$ cat config.mk
export PLATFORM = sky130hd
export DESIGN_NAME = triple_timer
export DESIGN_NICKNAME = d
export VERILOG_FILES = /design/src/common/timer_pkg.sv /design/src/rtl/triple_timer.sv
export VERILOG_INCLUDE_DIRS = /design/src /design/src/common
export SDC_FILE = /design/constraint.sdc
export NUM_CORES = 1
export LEC_CHECK = 0
export BUFFER_PORTS_ARGS = -buffer_cell sky130_fd_sc_hd__buf_2
export CORE_MARGIN = 4
export CORE_UTILIZATION = 53
export DETAILED_ROUTE_END_ITERATION = 16
export HOLD_SLACK_MARGIN = 0.03
export PLACE_DENSITY = 0.77
export SLEW_MARGIN = 20
export SYNTH_ARGS = -nofsm -noshare
export SYNTH_HDL_FRONTEND = slang
export SYNTH_SLANG_ARGS = --single-unit
$ cat constraint.sdc
create_clock -name clk -period 3.61 [get_ports clk]
set_clock_uncertainty 0.05 [all_clocks]
set_input_delay 0.1805 -clock clk [delete_from_list [all_inputs] [get_ports clk]]
set_output_delay 0.1805 -clock clk [all_outputs]
set_load 0.1 [all_outputs]
$ cat src/common/timer_defines.svh
// Offsets, field positions and masks of the triple 8-bit timer
`ifndef TIMER_DEFINES_SVH
`define TIMER_DEFINES_SVH
// ----------------------------------------------------------------
// Register indices (byte address is four times the index)
// ----------------------------------------------------------------
`define IDX_CTL_C 16'hff41
`define IDX_CTL_A 16'hff4d
`define IDX_CTL_B 16'hff4e
`define IDX_CAR   16'hff4f
`define IDX_CMP_A 16'hff50
`define IDX_LO_B  16'hff51
`define IDX_HI_B  16'hff52
`define IDX_LO_C  16'hff53
`define IDX_HI_C  16'hff54
`define IDX_CNT_A 16'hff55
`define IDX_CNT_B 16'hff56
`define IDX_CNT_C 16'hff57
// ----------------------------------------------------------------
// Control fields
// ----------------------------------------------------------------
`define EN_BIT    7
`define EDGE_BIT  6
`define CLK_HI    5
`define CLK_LO    3
`define MODE_HI   2
`define MODE_LO   1
`define OE_BIT    0
`define RMC_BIT   2
`define NRZB_BIT  1
`define NRZ_BIT   0
`define CTL_BC_MASK 8'hbf
`define STATE_RST '0
`endif

$ cat src/common/timer_pkg.sv
// Types of the triple 8-bit timer
package timer_pkg;
    typedef enum logic [2:0] {A_STAND, A_CASC, A_CARR, A_PWM, A_BAD}
        a_mode_type;
    typedef enum logic [2:0] {B_STAND, B_CASC, B_CARR, B_PPG, B_BAD}
        b_mode_type;
    typedef struct packed {
        logic [7:0]  ctl_a;
        logic [7:0]  ctl_b;
        logic [7:0]  ctl_c;
        logic [2:0]  car;
        logic [7:0]  cmp_a;
        logic [7:0]  lo_b;
        logic [7:0]  hi_b;
        logic [7:0]  lo_c;
        logic [7:0]  hi_c;
        logic [7:0]  cnt_a;
        logic [7:0]  cnt_b;
        logic [7:0]  cnt_c;
        logic [6:0]  pre;
        logic [2:0]  evn_b;
        logic [2:0]  evn_c;
        logic        ev_b_q;
        logic        ev_c_q;
        logic        lvl_a_q;
        logic        out_a;
        logic        out_b;
        logic        out_c;
        logic        irq_a;
        logic        irq_b;
        logic        irq_c;
        logic        pin_a;
        logic        pin_b;
        logic        pin_c;
        logic [31:0] prdata;
        logic        pready;
        logic        pslverr;
    } state_type;
endpackage : timer_pkg

$ cat src/rtl/triple_timer.sv
// Three 8-bit timers with cascade, carrier, PWM and PPG modes
// How it works
// - B and C in carrier/PPG clear on enable off, either compare, overflow.
// - A in PWM clears only on enable off or overflow.
// - A enable 0 clears and halts the A counter; 1 counts.
// - A both-edge counting only in PWM; else rising edges.
// - A clock: main clock, /8, /128, sub clock, B match, B output.
// - A mode decoded from A and B mode bits.
// - B mode decoded from the same four bits.
// - Cascade: B enable starts, clears and stops both counters.
// - Cascade: A is clocked by B, whatever A clock select holds.
// - Output enables gate pins; A output off in cascade.
// - B clock: main clock, /4, event input, event /2, /4, /8.
// - Carrier: data 0 drives low; 1 gives carrier or steady high.
// - Carrier: next-data bit copied to output data on each A match.
// - Data bit write ignored when B output on; during A irq it takes the written next-data bit.
// - C enable 0 clears and halts the C counter; 1 counts.
// - C clock: main clock, /16, event input, event /2, /4, /8.
// - C mode 00 stand-alone, 10 PPG, else prohibited.
// - In carrier/PPG the high compare sets the output high width.
`timescale 1ns/1ps
`include "timer_defines.svh"
module triple_timer
    import timer_pkg::*;
(
    // Clock and reset
    input  wire logic        clk,
    input  wire logic        arst_n,
    // APB slave
    input  wire logic        psel,
    input  wire logic        penable,
    input  wire logic        pwrite,
    input  wire logic [17:0] paddr,
    input  wire logic [31:0] pwdata,
    output      logic [31:0] prdata,
    output      logic        pready,
    output      logic        pslverr,
    // Count sources
    input  wire logic        sub_clk,
    input  wire logic        evt_b_in,
    input  wire logic        evt_c_in,
    // Timer outputs and match events
    output      logic        timer_a_output_pin,
    output      logic        timer_b_output_pin,
    output      logic        timer_c_output_pin,
    output      logic        timer_a_match_irq,
    output      logic        timer_b_match_irq,
    output      logic        timer_c_match_irq
);

// ----------------------------------------------------------------
// Decode functions
// ----------------------------------------------------------------
function automatic a_mode_type a_dec(input logic [3:0] m);
    casez (m)
        4'b00?0: a_dec = A_STAND;
        4'b0101: a_dec = A_CASC;
        4'b0011: a_dec = A_CARR;
        4'b10?0: a_dec = A_PWM;
        default: a_dec = A_BAD;
    endcase
endfunction : a_dec

function automatic b_mode_type b_dec(input logic [3:0] m);
    casez (m)
        4'b?000: b_dec = B_STAND;
        4'b0101: b_dec = B_CASC;
        4'b0011: b_dec = B_CARR;
        4'b?010: b_dec = B_PPG;
        default: b_dec = B_BAD;
    endcase
endfunction : b_dec

function automatic logic bad_sel(input logic [2:0] sel);
    bad_sel = sel > 3'h5;
endfunction : bad_sel

// Event sources share one shape; only the main clock divider differs
function automatic logic bc_tick(input logic [2:0] sel,
                                 input logic       div,
                                 input logic       rise,
                                 input logic [2:0] n);
    case (sel)
        3'h0:    bc_tick = 1'b1;
        3'h1:    bc_tick = div;
        3'h2:    bc_tick = rise;
        3'h3:    bc_tick = rise & n[0];
        3'h4:    bc_tick = rise & (n[1:0] == 2'h3);
        3'h5:    bc_tick = rise & (n == 3'h7);
        default: bc_tick = 1'b0;
    endcase
endfunction : bc_tick

function automatic logic a_lvl(input logic [2:0] sel,
                               input logic [6:0] pre,
                               input logic       sub,
                               input logic       mb,
                               input logic       ob);
    case (sel)
        3'h1:    a_lvl = pre[2];
        3'h2:    a_lvl = pre[6];
        3'h3:    a_lvl = sub;
        3'h4:    a_lvl = mb;
        3'h5:    a_lvl = ob;
        default: a_lvl = 1'b0;
    endcase
endfunction : a_lvl

// Returns {match, output level, next count}
function automatic logic [9:0] run8(input logic [7:0] cnt,
                                    input logic       out,
                                    input logic       tick,
                                    input logic       en,
                                    input logic       ppg,
                                    input logic [7:0] lo,
                                    input logic [7:0] hi);
    logic [7:0] cmp;
    cmp  = (ppg && out) ? hi : lo;
    run8 = {1'b0, out, cnt};
    if (!en)
        run8 = 10'h000;
    else if (tick && cnt == cmp)
        run8 = {1'b1, ~out, 8'h00};
    else if (tick)
        run8 = {1'b0, out, cnt + 8'h01};
endfunction : run8

// ----------------------------------------------------------------
// Decoded state
// ----------------------------------------------------------------
state_type  s_r;
state_type  s_nxt;
a_mode_type a_m;
b_mode_type b_m;
b_mode_type c_m;
logic [2:0] sel_a;
logic [2:0] sel_b;
logic [2:0] sel_c;
logic       bad_a;
logic       bad_b;
logic       bad_c;
logic       lvl_a;
logic       both_a;
logic       tick_a;
logic       tick_b;
logic       tick_c;
logic       rise_b;
logic       rise_c;
logic       acc;
logic       wr;
logic       wr_car;
logic [15:0] idx;
logic       hit_a;
logic       hit_b;
logic       hit_c;
logic [9:0] ra;
logic [9:0] rb;
logic [9:0] rc;
logic       map_ok;
logic [7:0] rd;

assign a_m = a_dec({s_r.ctl_a[`MODE_HI:`MODE_LO],
                    s_r.ctl_b[`MODE_HI:`MODE_LO]});
assign b_m = b_dec({s_r.ctl_a[`MODE_HI:`MODE_LO],
                    s_r.ctl_b[`MODE_HI:`MODE_LO]});
assign c_m = (s_r.ctl_c[`MODE_HI:`MODE_LO] == 2'h0) ? B_STAND :
             (s_r.ctl_c[`MODE_HI:`MODE_LO] == 2'h2) ? B_PPG :
             B_BAD;
assign sel_a = s_r.ctl_a[`CLK_HI:`CLK_LO];
assign sel_b = s_r.ctl_b[`CLK_HI:`CLK_LO];
assign sel_c = s_r.ctl_c[`CLK_HI:`CLK_LO];
assign bad_a = bad_sel(sel_a) || a_m == A_BAD;
assign bad_b = bad_sel(sel_b) || b_m == B_BAD;
assign bad_c = bad_sel(sel_c) || c_m == B_BAD;
assign rise_b = evt_b_in & ~s_r.ev_b_q;
assign rise_c = evt_c_in & ~s_r.ev_c_q;

// ----------------------------------------------------------------
// Count clocks
// ----------------------------------------------------------------
// Carrier clock and B output are the same wave here
assign lvl_a = a_lvl(sel_a, s_r.pre, sub_clk, s_r.irq_b,
                     s_r.out_b);
assign both_a = s_r.ctl_a[`EDGE_BIT] && a_m == A_PWM;
assign tick_a = (sel_a == 3'h0) ? 1'b1 :
                (lvl_a & ~s_r.lvl_a_q) |
                (both_a & ~lvl_a & s_r.lvl_a_q);
assign tick_b = bc_tick(sel_b, s_r.pre[1:0] == 2'h3, rise_b,
                        s_r.evn_b);
assign tick_c = bc_tick(sel_c, s_r.pre[3:0] == 4'hf, rise_c,
                        s_r.evn_c);

// ----------------------------------------------------------------
// Register bus decode
// ----------------------------------------------------------------
assign idx    = paddr[17:2];
assign acc    = psel & penable;
assign wr     = acc & s_r.pready & pwrite & map_ok;
assign wr_car = wr && idx == `IDX_CAR;

always_comb begin
    map_ok = 1'b1;
    rd     = 8'h00;
    case (idx)
        `IDX_CTL_A: rd = s_r.ctl_a;
        `IDX_CTL_B: rd = s_r.ctl_b;
        `IDX_CTL_C: rd = s_r.ctl_c;
        `IDX_CAR:   rd = {5'h00, s_r.car[2:1], 1'b0};
        `IDX_CMP_A: rd = s_r.cmp_a;
        `IDX_LO_B:  rd = s_r.lo_b;
        `IDX_HI_B:  rd = s_r.hi_b;
        `IDX_LO_C:  rd = s_r.lo_c;
        `IDX_HI_C:  rd = s_r.hi_c;
        `IDX_CNT_A: rd = s_r.cnt_a;
        `IDX_CNT_B: rd = s_r.cnt_b;
        `IDX_CNT_C: rd = s_r.cnt_c;
        default:    map_ok = 1'b0;
    endcase
end

// ----------------------------------------------------------------
// Counters
// ----------------------------------------------------------------
assign ra = run8(s_r.cnt_a, s_r.out_a, tick_a, s_r.ctl_a[`EN_BIT],
                 1'b0, s_r.cmp_a, s_r.cmp_a);
assign rb = run8(s_r.cnt_b, s_r.out_b, tick_b, s_r.ctl_b[`EN_BIT],
                 b_m == B_CARR || b_m == B_PPG,
                 s_r.lo_b, s_r.hi_b);
assign rc = run8(s_r.cnt_c, s_r.out_c, tick_c, s_r.ctl_c[`EN_BIT],
                 c_m == B_PPG, s_r.lo_c, s_r.hi_c);

always_comb begin
    s_nxt         = s_r;
    hit_a         = 1'b0;
    hit_b         = 1'b0;
    hit_c         = 1'b0;
    s_nxt.pre     = s_r.pre + 7'h01;
    s_nxt.ev_b_q  = evt_b_in;
    s_nxt.ev_c_q  = evt_c_in;
    s_nxt.lvl_a_q = lvl_a;
    if (rise_b)
        s_nxt.evn_b = s_r.evn_b + 3'h1;
    if (rise_c)
        s_nxt.evn_c = s_r.evn_c + 3'h1;
    // Cascade: one 16-bit count on the B clock, A takes the carry
    if (a_m == A_CASC) begin
        s_nxt.out_a = 1'b0;
        if (bad_sel(sel_b)) begin
        end else if (!s_r.ctl_b[`EN_BIT]) begin
            s_nxt.cnt_a = 8'h00;
            s_nxt.cnt_b = 8'h00;
            s_nxt.out_b = 1'b0;
        end else if (tick_b) begin
            if ({s_r.cnt_a, s_r.cnt_b} == {s_r.cmp_a, s_r.lo_b}) begin
                hit_b       = 1'b1;
                s_nxt.out_b = ~s_r.out_b;
                s_nxt.cnt_a = 8'h00;
                s_nxt.cnt_b = 8'h00;
            end else begin
                {s_nxt.cnt_a, s_nxt.cnt_b} =
                    {s_r.cnt_a, s_r.cnt_b} + 16'h0001;
            end
        end
    end else begin
        if (!bad_b)
            {hit_b, s_nxt.out_b, s_nxt.cnt_b} = rb;
        if (bad_a) begin
        end else if (a_m == A_PWM) begin
            // Match only marks the edge; overflow alone restarts
            if (!s_r.ctl_a[`EN_BIT]) begin
                s_nxt.cnt_a = 8'h00;
            end else if (tick_a) begin
                hit_a       = s_r.cnt_a == s_r.cmp_a;
                s_nxt.cnt_a = s_r.cnt_a + 8'h01;
            end
            s_nxt.out_a = s_r.ctl_a[`EN_BIT] &&
                          s_nxt.cnt_a < s_r.cmp_a;
        end else begin
            {hit_a, s_nxt.out_a, s_nxt.cnt_a} = ra;
        end
    end
    if (!bad_c)
        {hit_c, s_nxt.out_c, s_nxt.cnt_c} = rc;
    // Match events stay high until the next count clock
    s_nxt.irq_a = hit_a | (s_r.irq_a & ~tick_a);
    s_nxt.irq_b = hit_b | (s_r.irq_b & ~tick_b);
    s_nxt.irq_c = hit_c | (s_r.irq_c & ~tick_c);

    // ------------------------------------------------------------
    // Carrier data bits
    // ------------------------------------------------------------
    if (wr_car) begin
        s_nxt.car[2:1] = pwdata[2:1];
        if (!s_r.ctl_b[`OE_BIT])
            s_nxt.car[0] = pwdata[0];
        else if (s_r.irq_a)
            s_nxt.car[0] = pwdata[1];
    end
    // Hardware reload wins over a software write
    if (a_m == A_CARR && hit_a)
        s_nxt.car[0] = s_nxt.car[1];

    // ------------------------------------------------------------
    // Pins
    // ------------------------------------------------------------
    s_nxt.pin_a = s_r.ctl_a[`OE_BIT] && a_m != A_CASC &&
                  s_r.out_a;
    if (b_m == B_CARR)
        s_nxt.pin_b = s_r.ctl_b[`OE_BIT] && s_r.car[0] &&
                      (s_r.car[2] || s_r.out_b);
    else
        s_nxt.pin_b = s_r.ctl_b[`OE_BIT] && s_r.out_b;
    s_nxt.pin_c = s_r.ctl_c[`OE_BIT] && s_r.out_c;

    // ------------------------------------------------------------
    // APB: answer one cycle into the access phase
    // ------------------------------------------------------------
    s_nxt.pready  = acc & ~s_r.pready;
    s_nxt.pslverr = acc & ~s_r.pready & ~map_ok;
    s_nxt.prdata  = (acc & ~s_r.pready & ~pwrite) ?
                    {24'h000000, rd} : 32'h00000000;
    if (wr) begin
        case (idx)
            `IDX_CTL_A: s_nxt.ctl_a = pwdata[7:0];
            `IDX_CTL_B: s_nxt.ctl_b = pwdata[7:0] & `CTL_BC_MASK;
            `IDX_CTL_C: s_nxt.ctl_c = pwdata[7:0] & `CTL_BC_MASK;
            `IDX_CMP_A: s_nxt.cmp_a = pwdata[7:0];
            `IDX_LO_B:  s_nxt.lo_b  = pwdata[7:0];
            `IDX_HI_B:  s_nxt.hi_b  = pwdata[7:0];
            `IDX_LO_C:  s_nxt.lo_c  = pwdata[7:0];
            `IDX_HI_C:  s_nxt.hi_c  = pwdata[7:0];
            default: ;
        endcase
    end
end

always_ff @(posedge clk or negedge arst_n) begin
    if (!arst_n)
        s_r <= `STATE_RST;
    else
        s_r <= s_nxt;
end

assign prdata             = s_r.prdata;
assign pready             = s_r.pready;
assign pslverr            = s_r.pslverr;
assign timer_a_output_pin = s_r.pin_a;
assign timer_b_output_pin = s_r.pin_b;
assign timer_c_output_pin = s_r.pin_c;
assign timer_a_match_irq  = s_r.irq_a;
assign timer_b_match_irq  = s_r.irq_b;
assign timer_c_match_irq  = s_r.irq_c;
endmodule : triple_timer

==> impl_metrics.env, run 1 <==
export IMPL_path_cells="mux2_2 -> a31oi_1 -> nand3b_1 -> and2_1 -> buf_4 -> or3_1 -> a21oi_1 -> ha_1 -> a21o_1 -> a2111oi_4 -> o2111ai_1 -> o211ai_1"
export IMPL_timing_final_hold_violations=0
export IMPL_first_pass_iters=6
export IMPL_layout_cells_most_common="sky130_fd_sc_hd__dfrtp_1"
export IMPL_layout_setup_ws_ns=0.158
export IMPL_cell_count_of_the_worst_reg_to_reg_path=12
export IMPL_clk_path_buf_depth=2
export IMPL_std_cell_rows=43
export IMPL_crit_required_ns=3.90
export IMPL_synth_lib_cells_used_distinct=78
export IMPL_synthToLayoutAreaGrowth_pct=13.0
export IMPL_worstHoldEndpoint="s_r[113]"
export IMPL_pre_cts_worst_setup_slack_ns=0.113
export IMPL_yosys_area_top_type_share=0.411
export IMPL_netlist_top_cell_by_area="sky130_fd_sc_hd__dfrtp_1"
export IMPL_cts_htree_levels=4
export IMPL_finalSetupViolCount=0
export IMPL_wire_length_of_the_first_global_routing_pass_microns=34100
export IMPL_worst_hold_path_type="in2reg"
export IMPL_synth_sequential_area_ratio=0.411
export IMPL_asyncSetResetFlopFracSynth=1.00
export IMPL_drt_antenna_violating_nets=0
export IMPL_number_of_cts_inserted_buffers=17
export IMPL_post_route_cells_drive_above_1_share=0.243
export IMPL_worst_ep_arrival_time_ns=3.74
export IMPL_routedWlPerCell_microns=21.9
export IMPL_outcome="complete, no violations"
export IMPL_final_net_count=858
export IMPL_max_slew_margin=0.471
export IMPL_post_cts_buffers=0
export IMPL_critPathLaunchType="register"
export IMPL_dieArea_sq_um=16200
export IMPL_layout_filler_cells=1135
export IMPL_min_path_cells=2
export IMPL_switching_share=0.254
export IMPL_via_count_of_the_first_global_routing_pass=6240
export IMPL_cp_slowest_cell="sky130_fd_sc_hd__a2111oi_4"
export IMPL_r2r_start="s_r[145]"
export IMPL_fmax_ghz=0.290
export IMPL_critPathKind="reg2reg"
export IMPL_routed_via_count=6300
export IMPL_worst_skew_pair_late_latency_ns=0.42
export IMPL_period_share=0.956
export IMPL_drtIter0Drc=747
export IMPL_totalNegativeSetupSlack_ns=0
export IMPL_finalWirelength_microns=21400
export IMPL_floorplan_die_height_microns=127
export IMPL_clock_sink_count=124
export IMPL_multi_input_area_sq_um=4040
export IMPL_power_density_nw_per_um2=423
export IMPL_worst_margin_pin_slew_ns=0.788
export IMPL_rr_endpoint="s_r[42]"
export IMPL_port_buffers=47
export IMPL_core_area_sq_um=13900
export IMPL_cell_chosen_for_the_clock_root="sky130_fd_sc_hd__clkbuf_16"
export IMPL_clkTransAtPathRegs_ns=0.06
export IMPL_drt_via_density=6.44
export IMPL_power_leakage_uw=0.00380
export IMPL_timing_hold_worst_start="pwdata[6]"
export IMPL_most_common_layout_cells="sky130_fd_sc_hd__dfrtp_1, sky130_fd_sc_hd__mux2_2, sky130_fd_sc_hd__nand2_1"
export IMPL_combPwrFrac=0.082
export IMPL_syn_inst=743
export IMPL_max_cap_violations=0
export IMPL_postSynth_topFlopCell="sky130_fd_sc_hd__dfrtp_1"
export IMPL_gr_total_overflow=0
export IMPL_pwr_share_seq=0.402
export IMPL_synth_edff_count=0
export IMPL_netSwitchingPower_uw=916
export IMPL_starting_density_of_the_core=0.542
export IMPL_synth_top_cells_by_area="sky130_fd_sc_hd__dfrtp_1, sky130_fd_sc_hd__mux2_2, sky130_fd_sc_hd__xnor2_1, sky130_fd_sc_hd__buf_4, sky130_fd_sc_hd__nand2_1"
export IMPL_postSynthAreaPerCell_sq_um=10.2
export IMPL_syn_cell_area_sq_um=7560
export IMPL_num_antenna_cells=0
export IMPL_post_layout_total_power_uw=3610
export IMPL_ff2ff_setup_slack_ns=0.16
export IMPL_finalWorstPathRequiredPeriod_ns=3.45
export IMPL_final_seq_area_sq_um=3100
export IMPL_critPathMaxStageDelay_ns=0.44
export IMPL_design_portCount=98
export IMPL_yosys_warnings=0
export IMPL_cp_max_fanout=12
export IMPL_grt_antenna_before_repair=0
export IMPL_cts_tree="done"
export IMPL_worst_setup_path_startpoint="s_r[145]"
export IMPL_fp_dieW_microns=127
export IMPL_internal_power_component_uw=2700
export IMPL_vdd_ir_drop_worst_uv=392
export IMPL_grt_setup_unrepaired="false"
export IMPL_global_route_usage_total=0.271
export IMPL_final_report_max_slew_violation_count=0
export IMPL_cp_end_kind="register"
export IMPL_clock_power_share=0.515
export IMPL_grt_max_degree=84
export IMPL_post_dp_hpwl_microns=15500
export IMPL_remaining_drc_errors=0
export IMPL_postSynthRegisterBits=124
export IMPL_place_gp_congestion=0.953
synthesized netlist by cell type (4+ instances only):
master,count
sky130_fd_sc_hd__clkbuf_1,23
sky130_fd_sc_hd__inv_1,32
sky130_fd_sc_hd__a31oi_1,17
sky130_fd_sc_hd__a221oi_1,6
sky130_fd_sc_hd__nor3_2,4
sky130_fd_sc_hd__o31ai_1,6
sky130_fd_sc_hd__o2bb2ai_2,4
sky130_fd_sc_hd__a222oi_1,13
sky130_fd_sc_hd__a22o_1,5
sky130_fd_sc_hd__and3_1,9
sky130_fd_sc_hd__mux2i_1,10
sky130_fd_sc_hd__xnor2_1,34
sky130_fd_sc_hd__nand4_1,13
sky130_fd_sc_hd__o21ai_0,20
sky130_fd_sc_hd__a21oi_1,14
sky130_fd_sc_hd__mux2_2,72
sky130_fd_sc_hd__nor3_1,16
sky130_fd_sc_hd__or2_2,4
sky130_fd_sc_hd__nand2b_1,13
sky130_fd_sc_hd__a211oi_1,9
sky130_fd_sc_hd__nor2b_1,12
sky130_fd_sc_hd__and2_1,5
sky130_fd_sc_hd__a22oi_1,7
sky130_fd_sc_hd__ha_1,15
sky130_fd_sc_hd__o211ai_1,4
sky130_fd_sc_hd__dfrtp_1,124
sky130_fd_sc_hd__o22ai_1,13
sky130_fd_sc_hd__nand2_1,54
sky130_fd_sc_hd__xor2_1,9
sky130_fd_sc_hd__buf_4,33
sky130_fd_sc_hd__nor2_1,36
sky130_fd_sc_hd__nand3b_1,5
sky130_fd_sc_hd__nand3_1,26
sky130_fd_sc_hd__buf_2,4
registers in the layout (all words and copies together) (netlist names):
register            count
s_r                   108
prdata                  8
pready                  1
pslverr                 1
timer_a_match_irq       1
timer_a_output_pin      1
timer_b_match_irq       1
timer_b_output_pin      1
timer_c_match_irq       1
timer_c_output_pin      1
worst max-delay path by stage:
stage | to | depth (start not counted)
after floorplan | s_r[42] | 14
after global placement | s_r[42] | 13
after detailed placement | s_r[42] | 12
after CTS | s_r[42] | 12
after global routing | s_r[42] | 14
final | s_r[42] | 12
power groups by stage:
stage | clock network (uW) | registers (uW) | logic [uW]
finish | 1860 | 1450 | 297
global route | 1960 | 1460 | 328
CTS | 1880 | 1450 | 298
detailed placement | 0 | 1480 | 293
global placement | 0 | 1470 | 280
floorplan | 0 | 1480 | 220
per-layer routing:
metal  wire (microns)  GRT usage
met4              344     0.0744
met3             1910     0.0744
met5                0          0
met1             9200      0.372
met2             9960      0.425
cell type report:
class,count,area share
Multi-Input combinational cell,544,0.473
Sequential cell,124,0.363
Clock buffer,18,0.0514
Timing Repair Buffer,66,0.0475
Tap cell,180,0.0264
Clock inverter,14,0.0243
Inverter,32,0.0141
repair_timing:
action / CTS / global route
hold buffers: 5 / 0
endpoints found under the hold margin: 44 / 0
endpoints found under the setup margin: 1 / 1
resized for setup: 1 / 2
metrics by stage:
step	hold slack, ns	utilization	std cells	cell area, sq um
detailed placement	0.160	0.562	941	7830
finish	0.100	0.613	978	8540
floorplan	-0.165	-	766	7640
global route	0.0787	0.613	978	8540
CTS	0.0769	0.612	978	8520
global placement	0.151	0.562	941	7830
worst max-delay path: cells and delay by family, from the launching register on:
kind / cells / cell delay (ns)
mux: 1 / 0.35
flops: 1 / 0.37
buf+inv: 1 / 0.18
simple gates: 3 / 0.72
fa+ha+maj: 1 / 0.26
compound gates: 6 / 1.43
cell families after synthesis:
group / share of synthesized area
and+or+nand+nor: 0.146
AOI/OAI and AO/OA: 0.179
DFF: 0.411
buffers and inverters: 0.0687
muxes: 0.121
xor gates and xnor gates: 0.0498
adders and majority gates: 0.0248
other: 0.000496
Note: power is estimated with default switching activity, not from simulation.
==> inputs of run 2 (changes only) <==
CELL_PAD_IN_SITES_DETAIL_PLACEMENT = 2   (was not set)
CELL_PAD_IN_SITES_GLOBAL_PLACEMENT = 2   (was not set)
CORE_UTILIZATION = 34   (was 53)
PLACE_DENSITY = not set   (was 0.77)
PLACE_DENSITY_LB_ADDON = 0.1   (was not set)
==> run 2 against run 1 <==
  * Clock power down 11%
  * Fmax grew 2.2%
  * Sequential power hardly changed
  * Core utilization is 22 points lower
  * Die area rose by 52%
  * Critical path type unchanged
  * Critical endpoint unchanged
  * Largest cell class unchanged
==> impl_metrics.env, run 2 (synthesized netlist as in run 1, its figures left out) <==
export IMPL_clock_sink_count=124
export IMPL_worst_ep_arrival_time_ns=3.66
export IMPL_cell_chosen_for_the_clock_root="sky130_fd_sc_hd__clkbuf_16"
export IMPL_max_cap_violations=0
export IMPL_final_net_count=868
export IMPL_cts_htree_levels=4
export IMPL_fp_dieW_microns=157
export IMPL_finalSetupViolCount=0
export IMPL_power_leakage_uw=0.00380
export IMPL_worst_hold_path_type="in2reg"
export IMPL_post_dp_hpwl_microns=20200
export IMPL_finalWirelength_microns=27200
export IMPL_final_area_sq_um=8680
export IMPL_max_slew_margin=0.407
export IMPL_critPathLaunchType="register"
export IMPL_floorplan_die_height_microns=157
export IMPL_critPathKind="reg2reg"
export IMPL_netSwitchingPower_uw=965
export IMPL_internal_power_component_uw=2440
export IMPL_design_portCount=98
export IMPL_combPwrFrac=0.089
export IMPL_num_antenna_cells=0
export IMPL_post_route_cells_drive_above_1_share=0.260
export IMPL_period_share=0.936
export IMPL_final_report_max_slew_violation_count=0
export IMPL_fmax_ghz=0.296
export IMPL_core_area_sq_um=21800
export IMPL_vdd_ir_drop_worst_uv=278
export IMPL_postLayoutCoreUtil=0.398
export IMPL_grt_antenna_before_repair=1
export IMPL_timing_final_hold_violations=0
export IMPL_critPathMaxStageDelay_ns=0.36
export IMPL_path_cells="buf_4 -> nor4bb_2 -> a31oi_2 -> o211a_1 -> and2_1 -> buf_4 -> or3_1 -> a21oi_1 -> ha_1 -> a21o_1 -> a2111oi_4 -> o2111ai_2 -> o211ai_1"
export IMPL_synthToLayoutAreaGrowth_pct=14.9
export IMPL_path_buf_inv=2
export IMPL_largest_register_ff_count=108
export IMPL_std_cell_rows=54
export IMPL_cp_slowest_cell="sky130_fd_sc_hd__dfrtp_1"
export IMPL_drtIter0Drc=422
export IMPL_layout_cells_most_common="sky130_fd_sc_hd__dfrtp_1"
export IMPL_switching_share=0.283
export IMPL_dieArea_sq_um=24700
export IMPL_port_buffers=47
export IMPL_layout_setup_ws_ns=0.233
export IMPL_pwr_share_seq=0.427
export IMPL_cp_common_cell="sky130_fd_sc_hd__buf_4"
export IMPL_first_pass_iters=6
export IMPL_crit_family="compound AO/OA/AOI/OAI gates"
export IMPL_worst_margin_pin_slew_ns=0.883
export IMPL_post_dp_cell_area_sq_um=8030
export IMPL_starting_density_of_the_core=0.346
export IMPL_top_register="s_r"
export IMPL_routedWlPerCell_microns=25.0
export IMPL_drt_antenna_violating_nets=0
export IMPL_routed_via_count=6275
export IMPL_wire_length_of_the_first_global_routing_pass_microns=42700
export IMPL_gr_total_overflow=0
export IMPL_clock_power_share=0.484
export IMPL_clkTransAtPathRegs_ns=0.06
export IMPL_crit_required_ns=3.89
export IMPL_global_route_usage_total=0.228
export IMPL_cp_max_fanout=12
export IMPL_number_of_cts_inserted_buffers=17
export IMPL_cp_end_kind="register"
export IMPL_drt_via_density=5.77
export IMPL_worst_skew_pair_late_latency_ns=0.43
export IMPL_most_common_layout_cells="sky130_fd_sc_hd__dfrtp_1, sky130_fd_sc_hd__mux2_2, sky130_fd_sc_hd__nand2_1"
export IMPL_outcome="complete, no violations"
export IMPL_remaining_drc_errors=0
export IMPL_pre_cts_worst_setup_slack_ns=0.0174
export IMPL_post_cts_buffers=0
export IMPL_place_gp_congestion=0.842
export IMPL_via_count_of_the_first_global_routing_pass=6918
export IMPL_clk_path_buf_depth=2
export IMPL_power_density_nw_per_um2=393
export IMPL_finalWorstPathRequiredPeriod_ns=3.38
export IMPL_grt_max_degree=69
export IMPL_cts_tree="done"
run 2: worst paths after layout:
kind	slack (ns)	from	end	cells after the start
hold reg to reg	0.44	s_r[58]	s_r[58]	1
setup / recovery	0.23	s_r[145]	s_r[42]	13
setup reg to reg	0.23	s_r[145]	s_r[42]	13
min in group asynchronous	0.32	arst_n	pslverr	2
hold / removal	0.06	pwdata[6]	s_r[97]	2
max in group asynchronous	2.25	arst_n	s_r[105]	3
run 2: power groups by stage:
stage / Combinational, uW / Sequential, uW / Clock (uW)
4_1_cts: 312 / 1460 / 1680
2_1_floorplan: 220 / 1480 / 0
6_report: 305 / 1450 / 1650
5_1_grt: 339 / 1460 / 1740
3_3_place_gp: 288 / 1480 / 0
3_5_place_dp: 307 / 1480 / 0
run 2: final cells by class:
cell class / count / area (sq um)
Sequential cell: 124 / 3110
Clock inverter: 12 / 87.6
Clock buffer: 20 / 467
Inverter: 32 / 120
Tap cell: 280 / 350
Fill cell: 2361 / 13100
Multi-Input combinational cell: 544 / 4070
Timing Repair Buffer: 76 / 480
run 2: metal layers:
metal	share of wire	up-vias	track usage	wire length, microns
met4	0.020	2	0.0655	535
met3	0.049	39	0.0393	1320
met1	0.44	3275	0.302	12000
li1	-	2798	-	-
met5	0.00048	-	0	13
met2	0.49	161	0.385	13400
run 2: what timing repair did:
item | in CTS | in global routing
hold buffers | 5 | 0
endpoints found under the hold margin | 59 | 0
pin swaps | 0 | 1
gates resized for setup | 1 | 8
endpoints found under the setup margin | 1 | 1
cloned | 0 | 0
run 2: per-stage QoR:
step | hold WS (ns) | setup TNS (ns) | std cells | power, uW
2_1_floorplan | -0.165 | 0 | 766 | 1700
3_3_place_gp | 0.252 | 0 | 1051 | 1760
3_5_place_dp | 0.253 | 0 | 1051 | 1790
4_1_cts | 0.0573 | 0 | 1088 | 3440
5_1_grt | 0.0650 | -0.00105 | 1088 | 3540
6_report | 0.0618 | 0 | 1088 | 3410
==> inputs of run 3 (changes only) <==
BUFFER_PORTS_ARGS = not set   (was -buffer_cell sky130_fd_sc_hd__buf_2)
CORE_UTILIZATION = 37   (was 34)
DONT_BUFFER_PORTS = 1   (was not set)
==> run 3 against run 2 <==
  * Core utilization is 2.9 points higher
  * Global-route usage increased by 1.4 points
  * Worst setup slack got worse by 0.082 ns
  * Die area decreased by 7.7%
  * Largest cell class unchanged
  * Largest power group unchanged
==> impl_metrics.env, run 3 (synthesized netlist as in run 1, its figures left out) <==
export IMPL_outcome="complete, no violations"
export IMPL_global_route_usage_total=0.242
export IMPL_clk_path_buf_depth=2
export IMPL_power_density_nw_per_um2=415
export IMPL_pre_cts_worst_setup_slack_ns=-0.0492
export IMPL_path_cells="nor4bb_2 -> a31oi_1 -> buf_4 -> o211a_1 -> and2_1 -> nor3_1 -> xnor2_1 -> nor2_1 -> ha_1 -> a21o_1 -> a21o_1 -> a2111oi_4 -> o2111ai_1 -> o211ai_1"
export IMPL_most_common_layout_cells="sky130_fd_sc_hd__dfrtp_1, sky130_fd_sc_hd__mux2_2, sky130_fd_sc_hd__nand2_1"
export IMPL_synthToLayoutAreaGrowth_pct=13.8
export IMPL_worst_margin_pin_slew_ns=0.903
export IMPL_use_met3=0.0497
export IMPL_timing_final_hold_violations=0
export IMPL_cell_chosen_for_the_clock_root="sky130_fd_sc_hd__clkbuf_16"
export IMPL_drtIter0Drc=432
export IMPL_layout_cells_most_common="sky130_fd_sc_hd__dfrtp_1"
export IMPL_max_slew_margin=0.398
export IMPL_worst_hold_path_type="in2reg"
export IMPL_period_share=0.958
export IMPL_layout_setup_ws_ns=0.150
export IMPL_starting_density_of_the_core=0.375
export IMPL_cp_common_cell="sky130_fd_sc_hd__a21o_1"
export IMPL_final_report_max_slew_violation_count=0
export IMPL_cts_tree="done"
export IMPL_worst_skew_pair_late_latency_ns=0.43
export IMPL_core_area_sq_um=20200
export IMPL_final_net_count=833
export IMPL_globalRoute_busiestLayer="met2"
export IMPL_grt_max_degree=125
export IMPL_critPathKind="reg2reg"
export IMPL_totalNegativeSetupSlack_ns=0
export IMPL_crit_required_ns=3.89
export IMPL_std_cell_rows=52
export IMPL_routedWlPerCell_microns=25.6
export IMPL_cp_slowest_cell="sky130_fd_sc_hd__a2111oi_4"
export IMPL_number_of_cts_inserted_buffers=17
export IMPL_clock_sink_count=124
export IMPL_finalSetupViolCount=0
export IMPL_wire_length_of_the_first_global_routing_pass_microns=41300
export IMPL_post_dp_hpwl_microns=19500
export IMPL_largest_register_ff_count=108
export IMPL_worst_ep_arrival_time_ns=3.74
export IMPL_post_route_cells_drive_above_1_share=0.202
export IMPL_finalWirelength_microns=26800
export IMPL_path_buf_inv=1
export IMPL_crit_family="compound AO/OA/AOI/OAI gates"
export IMPL_drt_antenna_violating_nets=0
export IMPL_critPathMaxStageDelay_ns=0.42
export IMPL_remaining_drc_errors=0
export IMPL_drt_via_density=5.94
export IMPL_fp_dieW_microns=151
export IMPL_first_pass_iters=6
export IMPL_max_cap_violations=0
export IMPL_post_cts_buffers=0
export IMPL_vdd_ir_drop_worst_uv=311
export IMPL_grt_antenna_before_repair=3
export IMPL_global_route_usage_met2=0.394
export IMPL_fmax_ghz=0.289
export IMPL_design_portCount=98
export IMPL_port_buffers=0
export IMPL_dieArea_sq_um=22800
export IMPL_routed_via_count=6196
export IMPL_gr_total_overflow=0
export IMPL_cts_htree_levels=4
export IMPL_finalWorstPathRequiredPeriod_ns=3.46
export IMPL_place_gp_congestion=0.885
export IMPL_floorplan_die_height_microns=151
export IMPL_clkTransAtPathRegs_ns=0.06
export IMPL_top_register="s_r"
export IMPL_critPathLaunchType="register"
export IMPL_via_count_of_the_first_global_routing_pass=6753
export IMPL_post_layout_total_power_uw=3570
export IMPL_power_leakage_uw=0.00368
export IMPL_cp_max_fanout=4
export IMPL_cp_end_kind="register"
export IMPL_groute_layer_met1_usage=0.326
## run 3: worst min-delay path, delay by kind of cell
family           cells  cell delay (ns)
AO/OA/AOI/OAI        2             0.16
AND/OR/NAND/NOR      2             0.13
## run 3: through the flow
stage	instance area, sq um	std cells	hold WS [ns]	utilization
finish	8600	1043	0.0600	0.426
global route	8600	1043	0.0588	0.426
CTS	8580	1042	0.0343	0.425
detailed placement	7760	993	-0.161	0.385
global placement	7760	993	-0.161	0.385
floorplan	7640	766	-0.165	-
## run 3: area by class of cell
cell class | count | area [sq um]
Fill cell | 2132 | 11600
Multi-Input combinational cell | 544 | 4050
Sequential cell | 124 | 3100
Clock buffer | 22 | 484
Timing Repair Buffer | 41 | 370
Tap cell | 270 | 338
Clock inverter | 9 | 135
Inverter | 32 | 120
Antenna cell | 1 | 2.50
## run 3: report_power, final
part           leakage (uW)  switching (uW)  total (uW)  internal [uW]
clock              0.000295             667        1830           1160
combinational       0.00168             204         279           75.2
sequential          0.00170            32.4        1460           1430
## run 3: repair_timing
action	CTS	global route
endpoints found under the setup margin	1	1
endpoints found under the hold margin	195	0
resized for setup	2	2
hold buffers	18	0
## run 3: layer usage
metal | vias up | share of wire | wire (microns)
met5 | - | 0.0010 | 27
met4 | 4 | 0.023 | 607
met3 | 43 | 0.052 | 1390
met2 | 167 | 0.48 | 12800
met1 | 3252 | 0.45 | 12000
li1 | 2730 | - | -
## run 3: final timing paths
path                       startpoint  slack, ns         to  depth (start not counted)
min in group asynchronous      arst_n       0.33    pslverr                          2
hold / removal               paddr[2]       0.06  prdata[2]                          4
setup reg to reg             s_r[147]       0.15    s_r[42]                         14
hold reg to reg               s_r[58]       0.43    s_r[58]                          1
setup / recovery             s_r[147]       0.15    s_r[42]                         14
max in group asynchronous      arst_n       2.67    s_r[51]                          2
